File: src/rtl/gpio_pkg.sv
package gpio_pkg;

    // ************************************************************
    // Sizes
    // ************************************************************
    localparam int NUM_LINES = 32;

    // ************************************************************
    // Reset values
    // ************************************************************
    localparam logic [NUM_LINES-1:0] ALL_ZERO       = 32'h0000_0000;
    localparam logic [NUM_LINES-1:0] WMASK_RST      = 32'h0000_0000;
    localparam logic [NUM_LINES-1:0] OPEN_DRAIN_RST = 32'h0000_0000;
    localparam logic [NUM_LINES-1:0] FILTER_RST     = 32'h0000_0000;
    localparam logic [NUM_LINES-1:0] IRQ_MASK_RST   = 32'h0000_0000;
    localparam logic [NUM_LINES-1:0] IRQ_STAT_RST   = 32'h0000_0000;
    localparam logic [NUM_LINES-1:0] OUT_DATA_RST   = 32'h0000_0000;

    // ************************************************************
    // Carriers
    // ************************************************************
    // One write strobe with its 32 data bits, one bit per line
    typedef struct packed {
        logic                 stb;
        logic [NUM_LINES-1:0] bits;
    } reg_wr_t;

    // Drive request of one bank of lines from the output mux upstream
    typedef struct packed {
        logic [NUM_LINES-1:0] pio_ctrl;
        logic [NUM_LINES-1:0] pio_oe;
        logic [NUM_LINES-1:0] periph_out;
        logic [NUM_LINES-1:0] periph_oe;
    } drive_sel_t;

endpackage

File: src/rtl/gpio_sync_output_input_filter.sv
// What this block does
// Direct output write touches only mask-enabled bits
// Mask enable/disable writes set/clear mask bits
// Write mask resets to zero
// Open-drain lines only pull low, else release
// Open-drain set/clear applies under any owner
// Open-drain status resets to zero
// Pin level readback shows real line level
// Readback freezes while controller clock is off
// Filter rejects half-cycle glitches, passes two-cycle pulses
// Filter adds two cycles of latency
// Filter enable/disable bits activate the filter
// Peripherals always see unfiltered pin level
// Filter runs only while controller clock runs
// Irq enable/disable set/clear readable mask bits
// Change found by comparing consecutive clocked samples
// Change detection works in every line configuration
// Change sets status; masked status raises interrupt
// All lines' masked conditions ORed to one output
// Status read clears all status bits at once
// Set/clear output writes ignore the write mask
// Registers 32 bits, one bit per line
// Pins synchronised before filter, detect, readback
// Change in read cycle survives the clear
`timescale 1ns/1ps

module gpio_sync_output_input_filter #(
    parameter int NUM_LINES = gpio_pkg::NUM_LINES
) (
    input  wire logic                     clk,
    input  wire logic                     arst_n,
    input  wire logic                     clk_on,
    input  wire gpio_pkg::reg_wr_t        set_output_reg,
    input  wire gpio_pkg::reg_wr_t        clear_output_reg,
    input  wire gpio_pkg::reg_wr_t        output_data_wr,
    input  wire gpio_pkg::reg_wr_t        write_mask_enable,
    input  wire gpio_pkg::reg_wr_t        write_mask_disable,
    input  wire gpio_pkg::reg_wr_t        open_drain_enable,
    input  wire gpio_pkg::reg_wr_t        open_drain_disable,
    input  wire gpio_pkg::reg_wr_t        filter_enable,
    input  wire gpio_pkg::reg_wr_t        filter_disable,
    input  wire gpio_pkg::reg_wr_t        change_irq_enable,
    input  wire gpio_pkg::reg_wr_t        change_irq_disable,
    input  wire logic                     change_irq_status_rd,
    input  wire gpio_pkg::drive_sel_t     drive_sel,
    input  wire logic [NUM_LINES-1:0]     pin_in,
    output logic      [NUM_LINES-1:0]     pin_out,
    output logic      [NUM_LINES-1:0]     pin_oe,
    output logic      [NUM_LINES-1:0]     periph_in,
    output logic      [NUM_LINES-1:0]     output_data_status,
    output logic      [NUM_LINES-1:0]     write_mask_status,
    output logic      [NUM_LINES-1:0]     open_drain_status,
    output logic      [NUM_LINES-1:0]     filter_status,
    output logic      [NUM_LINES-1:0]     change_irq_mask,
    output logic      [NUM_LINES-1:0]     change_irq_status,
    output logic      [NUM_LINES-1:0]     pin_level_status,
    output logic                          irq
);

    // ************************************************************
    // Helpers
    // ************************************************************
    // Set/clear pair on a status word; clear wins when both hit a bit
    function automatic logic [NUM_LINES-1:0] set_clear(
        input logic [NUM_LINES-1:0] cur,
        input gpio_pkg::reg_wr_t    set_wr,
        input gpio_pkg::reg_wr_t    clr_wr
    );
        logic [NUM_LINES-1:0] v;
        v = cur;
        if (set_wr.stb) begin
            v = v | set_wr.bits[NUM_LINES-1:0];
        end
        if (clr_wr.stb) begin
            v = v & ~clr_wr.bits[NUM_LINES-1:0];
        end
        return v;
    endfunction

    // ************************************************************
    // Signals
    // ************************************************************
    logic [NUM_LINES-1:0] level;
    logic [NUM_LINES-1:0] level_filt;
    logic [NUM_LINES-1:0] level_sel;
    logic [NUM_LINES-1:0] prev_r;
    logic [NUM_LINES-1:0] change;
    logic [NUM_LINES-1:0] odsr_nxt;
    logic [NUM_LINES-1:0] isr_nxt;
    logic [NUM_LINES-1:0] drv_data;
    logic [NUM_LINES-1:0] drv_en;

    // ************************************************************
    // Input capture
    // ************************************************************
    input_conditioner #(
        .WIDTH (NUM_LINES)
    ) u_cond (
        .clk        (clk),
        .arst_n     (arst_n),
        .clk_on     (clk_on),
        .pin_in     (pin_in),
        .level      (level),
        .level_filt (level_filt)
    );

    // Filtered level only where the filter bit is set
    assign level_sel = (filter_status & level_filt) | (~filter_status & level);

    // ************************************************************
    // Configuration bits
    // ************************************************************
    always_ff @(posedge clk or negedge arst_n) begin
        if (!arst_n) begin
            write_mask_status <= gpio_pkg::WMASK_RST;
        end else begin
            write_mask_status <= set_clear(write_mask_status,
                                           write_mask_enable,
                                           write_mask_disable);
        end
    end

    always_ff @(posedge clk or negedge arst_n) begin
        if (!arst_n) begin
            open_drain_status <= gpio_pkg::OPEN_DRAIN_RST;
        end else begin
            open_drain_status <= set_clear(open_drain_status,
                                           open_drain_enable,
                                           open_drain_disable);
        end
    end

    always_ff @(posedge clk or negedge arst_n) begin
        if (!arst_n) begin
            filter_status <= gpio_pkg::FILTER_RST;
        end else begin
            filter_status <= set_clear(filter_status,
                                       filter_enable,
                                       filter_disable);
        end
    end

    always_ff @(posedge clk or negedge arst_n) begin
        if (!arst_n) begin
            change_irq_mask <= gpio_pkg::IRQ_MASK_RST;
        end else begin
            change_irq_mask <= set_clear(change_irq_mask,
                                         change_irq_enable,
                                         change_irq_disable);
        end
    end

    // ************************************************************
    // Output data
    // ************************************************************
    // Direct write lands first, then set and clear override it, so a
    // plain set or clear in the same cycle is never masked away
    always_comb begin
        odsr_nxt = output_data_status;
        if (output_data_wr.stb) begin
            odsr_nxt = (odsr_nxt & ~write_mask_status)
                     | (output_data_wr.bits[NUM_LINES-1:0] & write_mask_status);
        end
        odsr_nxt = set_clear(odsr_nxt, set_output_reg, clear_output_reg);
    end

    always_ff @(posedge clk or negedge arst_n) begin
        if (!arst_n) begin
            output_data_status <= gpio_pkg::OUT_DATA_RST;
        end else begin
            output_data_status <= odsr_nxt;
        end
    end

    // ************************************************************
    // Pin drive
    // ************************************************************
    // Owner picks data and enable; open drain turns a high into release
    generate
        for (genvar i = 0; i < NUM_LINES; i++) begin : g_drive
            assign drv_data[i] = drive_sel.pio_ctrl[i] ? output_data_status[i]
                                                       : drive_sel.periph_out[i];
            assign drv_en[i]   = drive_sel.pio_ctrl[i] ? drive_sel.pio_oe[i]
                                                       : drive_sel.periph_oe[i];
        end
    endgenerate

    always_ff @(posedge clk or negedge arst_n) begin
        if (!arst_n) begin
            pin_out <= gpio_pkg::ALL_ZERO;
            pin_oe  <= gpio_pkg::ALL_ZERO;
        end else begin
            pin_out <= drv_data & ~open_drain_status;
            pin_oe  <= drv_en & ~(open_drain_status & drv_data);
        end
    end

    // Peripherals bypass the filter and the clock freeze
    always_ff @(posedge clk or negedge arst_n) begin
        if (!arst_n) begin
            periph_in <= gpio_pkg::ALL_ZERO;
        end else begin
            periph_in <= level;
        end
    end

    // ************************************************************
    // Pin level readback
    // ************************************************************
    // Holds the last sampled levels while the controller clock is off
    always_ff @(posedge clk or negedge arst_n) begin
        if (!arst_n) begin
            pin_level_status <= gpio_pkg::ALL_ZERO;
        end else if (clk_on) begin
            pin_level_status <= level_sel;
        end
    end

    // ************************************************************
    // Change detection
    // ************************************************************
    always_ff @(posedge clk or negedge arst_n) begin
        if (!arst_n) begin
            prev_r <= gpio_pkg::ALL_ZERO;
        end else if (clk_on) begin
            prev_r <= level_sel;
        end
    end

    // Independent of owner and output enable: every line is watched
    assign change = clk_on ? (level_sel ^ prev_r) : gpio_pkg::ALL_ZERO;

    // A read clears everything seen so far, but a change in that same
    // cycle is kept so no edge is lost
    always_comb begin
        isr_nxt = change_irq_status_rd ? gpio_pkg::ALL_ZERO : change_irq_status;
        isr_nxt = isr_nxt | change;
    end

    always_ff @(posedge clk or negedge arst_n) begin
        if (!arst_n) begin
            change_irq_status <= gpio_pkg::IRQ_STAT_RST;
        end else begin
            change_irq_status <= isr_nxt;
        end
    end

    // ************************************************************
    // Interrupt output
    // ************************************************************
    // Built from next-state so irq tracks the status register exactly
    always_ff @(posedge clk or negedge arst_n) begin
        if (!arst_n) begin
            irq <= 1'b0;
        end else begin
            irq <= |(isr_nxt & set_clear(change_irq_mask,
                                         change_irq_enable,
                                         change_irq_disable));
        end
    end

endmodule

File: src/rtl/input_conditioner.sv
`timescale 1ns/1ps

module input_conditioner #(
    parameter int WIDTH = 32
) (
    input  wire logic             clk,
    input  wire logic             arst_n,
    input  wire logic             clk_on,
    input  wire logic [WIDTH-1:0] pin_in,
    output logic      [WIDTH-1:0] level,
    output logic      [WIDTH-1:0] level_filt
);

    // ************************************************************
    // Three-stage capture of the asynchronous pins
    // ************************************************************
    logic [WIDTH-1:0] sync1_r;
    logic [WIDTH-1:0] sync2_r;
    logic [WIDTH-1:0] sync3_r;
    logic [WIDTH-1:0] hist_r;

    always_ff @(posedge clk or negedge arst_n) begin
        if (!arst_n) begin
            sync1_r <= '0;
            sync2_r <= '0;
            sync3_r <= '0;
        end else begin
            sync1_r <= pin_in;
            sync2_r <= sync1_r;
            sync3_r <= sync2_r;
        end
    end

    // ************************************************************
    // Settled level and glitch-filtered level
    // ************************************************************
    // A change counts once stages two and three agree
    always_ff @(posedge clk or negedge arst_n) begin
        if (!arst_n) begin
            level <= '0;
        end else begin
            for (int i = 0; i < WIDTH; i++) begin
                if (sync2_r[i] == sync3_r[i]) begin
                    level[i] <= sync3_r[i];
                end
            end
        end
    end

    // Filter needs one more agreeing sample, so short pulses die here;
    // it freezes with the controller clock
    always_ff @(posedge clk or negedge arst_n) begin
        if (!arst_n) begin
            hist_r     <= '0;
            level_filt <= '0;
        end else if (clk_on) begin
            hist_r <= level;
            for (int i = 0; i < WIDTH; i++) begin
                if (hist_r[i] == level[i]) begin
                    level_filt[i] <= level[i];
                end
            end
        end
    end

endmodule
File: config.mk
export PLATFORM = sky130hd
export DESIGN_NAME = gpio_sync_output_input_filter
export DESIGN_NICKNAME = d
export VERILOG_FILES = /design/src/rtl/gpio_pkg.sv /design/src/rtl/gpio_sync_output_input_filter.sv /design/src/rtl/input_conditioner.sv
export SDC_FILE = /design/constraint.sdc
export NUM_CORES = 1
export LEC_CHECK = 0
export ABC_CLOCK_PERIOD_IN_PS = 2000
export BUFFER_PORTS_ARGS = -buffer_cell sky130_fd_sc_hd__buf_4
export CAP_MARGIN = 0
export CORE_AREA = 2 2 326 328
export CTS_CLUSTER_SIZE = 40
export DETAILED_ROUTE_END_ITERATION = 10
export DIE_AREA = 0 0 328 330
export PLACE_DENSITY_LB_ADDON = 0.05
export REMOVE_ABC_BUFFERS = 1
export SYNTH_ARGS = -nofsm -noshare
export SYNTH_HDL_FRONTEND = slang
export SYNTH_HIERARCHICAL = 1
export SYNTH_SLANG_ARGS = --single-unit
File: constraint.sdc
create_clock -name clk -period 2 [get_ports clk]
set_input_delay 0.5 -clock clk [delete_from_list [all_inputs] [get_ports clk]]
set_output_delay 0.5 -clock clk [all_outputs]
set_load 0.005 [all_outputs]
* Word-level counts from Yosys, hierarchy flattened
Index checks and enable logic that the tools add are counted.
** Operators by class
- Shift-type cells :: 0
- Add/subtract/negate cells :: 0
- Multiply operators :: 0
- Reduce and logical (&&, ||, !) cells :: 33
- Eq/ne operators :: 64
- $lt $le $gt $ge :: 0
- Bitwise operators :: 31
- Multiplexer cells :: 77
- Divide/modulo/power cells :: 0
** Operators with widths (count)
- 32-bit bitwise AND :: 13
- 32-bit two-way mux :: 13
- 32-bit inverter :: 9
- 32-bit bitwise OR :: 8
- 1-bit == test :: 64
- 1-bit two-way mux :: 64
- 2-bit AND reduction :: 32
- 32-bit OR reduction :: 1
- 32-bit XOR :: 1
** Word-level totals
- ROM bits :: 0
- Word-level logic and storage cells :: 284
- Output and inout port bits :: 321
- Latch bits :: 0
- RAM bits :: 0
- Bits of input ports :: 527
- Flip-flop bits (word level) :: 513
- Memories kept :: 0

* Logic depth before layout (Yosys ltp)
- Word-level depth :: 8
- Gate-level depth with buffers :: 6
- Mapped depth without buffers :: 6

* Hierarchy
The synthesis kept the hierarchy.
** By module, submodules not included
- gpio_sync_output_input_filter :: cells an instance 1257, sequential area each 8032.7 µm², area each 13151.4 µm², times used 1
- input_conditioner :: cells an instance 362, sequential area each 4804.6 µm², area each 6269.8 µm², times used 1

* Least setup slack after synthesis
No wires, ideal clock.
- Path type :: in2reg
- Start :: input port clk_on
- End :: register irq
- Stages :: 6
- Slack :: 0.400 ns
- Path buffers :: 2
- Library setup time :: 0.140 ns
- Data required time :: 1.860 ns
- Arrival :: 1.461 ns
- Cells stage by stage :: clkbuf_1 > clkbuf_1 > a2bb2oi_1 > o22ai_1 > nor4_1 > nand4_1
** On the way
- Longest elaborated chain between the ends :: 4
** Ends and longest elaborated chain
- from (decl) :: RTL line gpio_sync_output_input_filter.sv:32 : input wire logic clk_on,
- 32-bit two-way mux :: RTL line gpio_sync_output_input_filter.sv:231 : assign change = clk_on ? (level_sel ^ prev_r) : gpio_pkg::ALL_ZERO;
- 32-bit bitwise OR :: RTL line gpio_sync_output_input_filter.sv:237 : isr_nxt = isr_nxt | change;
- 32-bit bitwise AND :: RTL line gpio_sync_output_input_filter.sv:256 : irq <= |(isr_nxt & set_clear(change_irq_mask,
- 32-bit OR reduction :: RTL line gpio_sync_output_input_filter.sv:256
- to (signal assigned) :: RTL line gpio_sync_output_input_filter.sv:256
- to (decl) :: RTL line gpio_sync_output_input_filter.sv:57 : output logic irq
Every way passes these cells.
A chain may end at the register's enable or synchronous reset.

* Final worst setup path
- Start :: register filter_status[26]
- End :: register irq
** On the way
- Longest elaborated chain between the ends :: 8
- Elaborated cells on any way between the ends :: 9
- Classes of those cells :: mux (1); bitwise (7); reduce/logical (1)
** Ends and longest elaborated chain
- from (decl) :: RTL line gpio_sync_output_input_filter.sv:53 : output logic [NUM_LINES-1:0] filter_status,
- from (signal assigned) :: RTL line gpio_sync_output_input_filter.sv:135 : filter_status <= gpio_pkg::FILTER_RST;
- from (signal assigned) :: RTL line gpio_sync_output_input_filter.sv:137 : filter_status <= set_clear(filter_status,
- 32-bit inverter :: RTL line gpio_sync_output_input_filter.sv:108 : assign level_sel = (filter_status & level_filt) | (~filter_status & level);
- 32-bit bitwise AND :: RTL line gpio_sync_output_input_filter.sv:108
- 32-bit bitwise OR (*) :: RTL line gpio_sync_output_input_filter.sv:108
- 32-bit XOR (*) :: RTL line gpio_sync_output_input_filter.sv:231
- 32-bit two-way mux (*) :: RTL line gpio_sync_output_input_filter.sv:231
- 32-bit bitwise OR (*) :: RTL line gpio_sync_output_input_filter.sv:237
- 32-bit bitwise AND (*) :: RTL line gpio_sync_output_input_filter.sv:256
- 32-bit OR reduction (*) :: RTL line gpio_sync_output_input_filter.sv:256
Mark *: on every way between the ends. The rest lies on a longest branch, timed or not.

==> metrics.txt <==
Skew-Pair Late Insertion Delay 0.63 ns; Fmax achieved 0.531 GHz; synth unique cells 26; vias post-DR 16,776; type of origin of the critical path register; post-layout net count 3,207; WP data required 2.50 ns; Critical Path Sink Type register; Synth Area in Compound Gates 15.7%; First-pass DRT Iterations 4; Clock Path Buffers 3; routed len/inst 22.3 µm; delay of the slowest critical-path stage 0.44 ns; worst path cell trace mux2i_1 > xnor2_1 > a2bb2oi_1 > o22ai_1 > nor4_2 > buf_4 > nand4_1; Area Growth Syn to Fin 62.4%; detailed-placement wirelength estimate 71,800 µm; worst reg-to-reg setup slack 0.12 ns; core area 105,000 µm²; TritonCTS clock tree built; cell taking the most area after synthesis dfrtp_1; hold slack 0.0582 ns; row cnt 119; worst min-delay path class in2reg; synth cell count leaders dfrtp_1, a21oi_1, nand2_1, inv_1; Final Util 30.1%; Post-DRT Antenna Nets 0; synth top area cells dfrtp_1, a21oi_1, mux2i_1, a21o_1, nand2_1; CP max stage cell dfrtp_1; EDFF count, synth 0; Max-Cap Viols 0; Seq cells post-synth 513; RSZ-0062 raised after global routing no; IO buf count 847; register area share after synthesis 66.1%; number of I/O pins 848; WP buf/inv 1; Lkg Pwr 15.3 nW; Avg Inst Size Synth 12.0 µm²; Final Slew Violations 0; clock-pin slew on the worst setup and hold paths 0.06 ns; DRC errors left 0; fraction of registers with async set/reset 100%; cell family with most CP delay flip-flops; critical path fanouts, max 3; Crit path arrival time 2.38 ns; Final Hold Viols 0; Syn. warnings 6; Fin Clk Skew 0.0238 ns; Crit. Startpoint filter_status[26]$_DFF_PN0_; Iter 0 DRT Violations 671; total gr overflow 0; largest family of logic cells by synthesized area compound AO/OA/AOI/OAI gates; Post-Synthesis Cell Area 19,400 µm²; Num CTS Buffers 68; Hold Startpoint write_mask_disable[24]; htree depth 3; minimum clock period 1.88 ns; post-synthesis simple-gate area fraction 6.76%; Setup CP Type reg2reg; GRT Overall Usage 16.6%; Placer Congestion 0.840; number of global-route vias before repair 18,180; antenna violations before repair 13; Post-Synth Adder-Cell Area 1.65%; area share of xor/xnor cells in the synthesized design 1.44%; largest net degree at the start of global routing 77; Pwr Density 1010 nW/µm²; most common cell in the netlist dfrtp_1; Starting Density 18.6%; Fin Setup TNS 0 ns; final period utilization 94.1%; multiplexer share of the synthesized area 5.15%; DIE HEIGHT 330 µm; Slew headroom 58.6%; peak supply drop 0.783 mV; reg2reg start filter_status[26]$_DFF_PN0_; Final Setup Violations 0; DIE AREA 108,000 µm²; total power draw 31.8 mW; total wire length 92,100 µm; DR vias/cell 4.07; die width 328 µm; first-pass GRT wire length 130,000 µm; status complete, no violations; Post-synth top flop dfrtp_1; Filler Cell Count 10,906; Clk Tree Root Cell clkbuf_16; post-synth top area share 66.1%; Clock Sinks 513; share of post-route cells with drive strength above 1 39.2%; Worst Max-Slew Pin Slew 0.622 ns; Synth Instances 1,619
metal layers:
layer	global-route usage, %	share of wire [%]	vias up
met1	18.4	38	8299
met2	30.0	52	542
met3	5.69	7.4	112
li1	-	-	7809
met4	4.12	2.0	14
met5	0	0.10	-
layout make-up:
cell class / count / area [µm²] / share of cell area (%)
Timing Repair Buffer: 1052 / 8360 / 26.5
Multi-Input combinational cell: 949 / 5970 / 18.9
Inverter: 96 / 360 / 1.14
Clock inverter: 23 / 317 / 1.00
Clock buffer: 94 / 1930 / 6.12
Tap cell: 1391 / 1740 / 5.52
Antenna cell: 6 / 15.0 / 0.0476
Sequential cell: 513 / 12800 / 40.7
cells in the final DEF (no fill, tap or decap), drive strengths merged:
master       Yosys  final
a21o            64     64
a2bb2oi         32     32
a221oi          32     32
o21ai           32     32
nand2          128    128
nor2            64     64
clkinv           0     13
mux2i           64     64
bufinv           0      5
clkbuf          44     94
inv             96    100
nand4            1      1
maj3            32     32
diode            0      6
dfrtp          513    513
mux2            32     32
xnor2           32     32
and3            32     32
buf             17    927
dlygate4sd3      0    125
o22ai           16     16
a22o            32     32
a21oi          288    288
clkinvlp         0      1
nand2b          32     32
nor4             4      4
nand3           32     32
final timing paths:
path | cells past startpoint | to
setup / recovery | 7 | irq$_DFF_PN0_
hold / removal | 2 | write_mask_status[24]$_DFF_PN0_
setup reg to reg | 7 | irq$_DFF_PN0_
hold reg to reg | 0 | u_cond/sync2_r[15]$_DFF_PN0_
max in group asynchronous | 3 | pin_out[18]$_DFF_PN0_
min in group asynchronous | 2 | u_cond/sync3_r[25]$_DFF_PN0_
report_power, final:
group,total [mW],switching [mW],internal [mW]
logic,6.31,2.79,3.52
registers,13.1,1.30,11.8
clock network,12.4,5.01,7.43
total,31.8,9.11,22.7
cell families (layout without fill, tap and decap cells):
group | count (synthesis) | after routing
other | 0 | 6
and+or+nand+nor | 293 | 293
AOI/OAI and AO/OA | 496 | 496
xor gates and xnor gates | 32 | 32
buffers and inverters | 157 | 1265
adders and majority gates | 32 | 32
muxes | 96 | 96
DFF | 513 | 513
through the flow:
step                instances  setup WS (ns)  area, µm²
floorplan                1558          0.519      19200
global placement         3876         -0.248      28000
detailed placement       3876         -0.180      28000
CTS                      4118         0.0205      31500
global route             4122        0.00275      31500
finish                   4124          0.118      31500
what timing repair did:
action                     in CTS  in global routing
buffers inserted                0                  0
setup endpoints to repair       1                  1
pin swaps                       0                  0
cloned                          0                  0
resized for setup               1                  2
hold endpoints to repair      137                  0
hold buffers                  125                  0
Note: power is estimated with default switching activity, not from simulation.
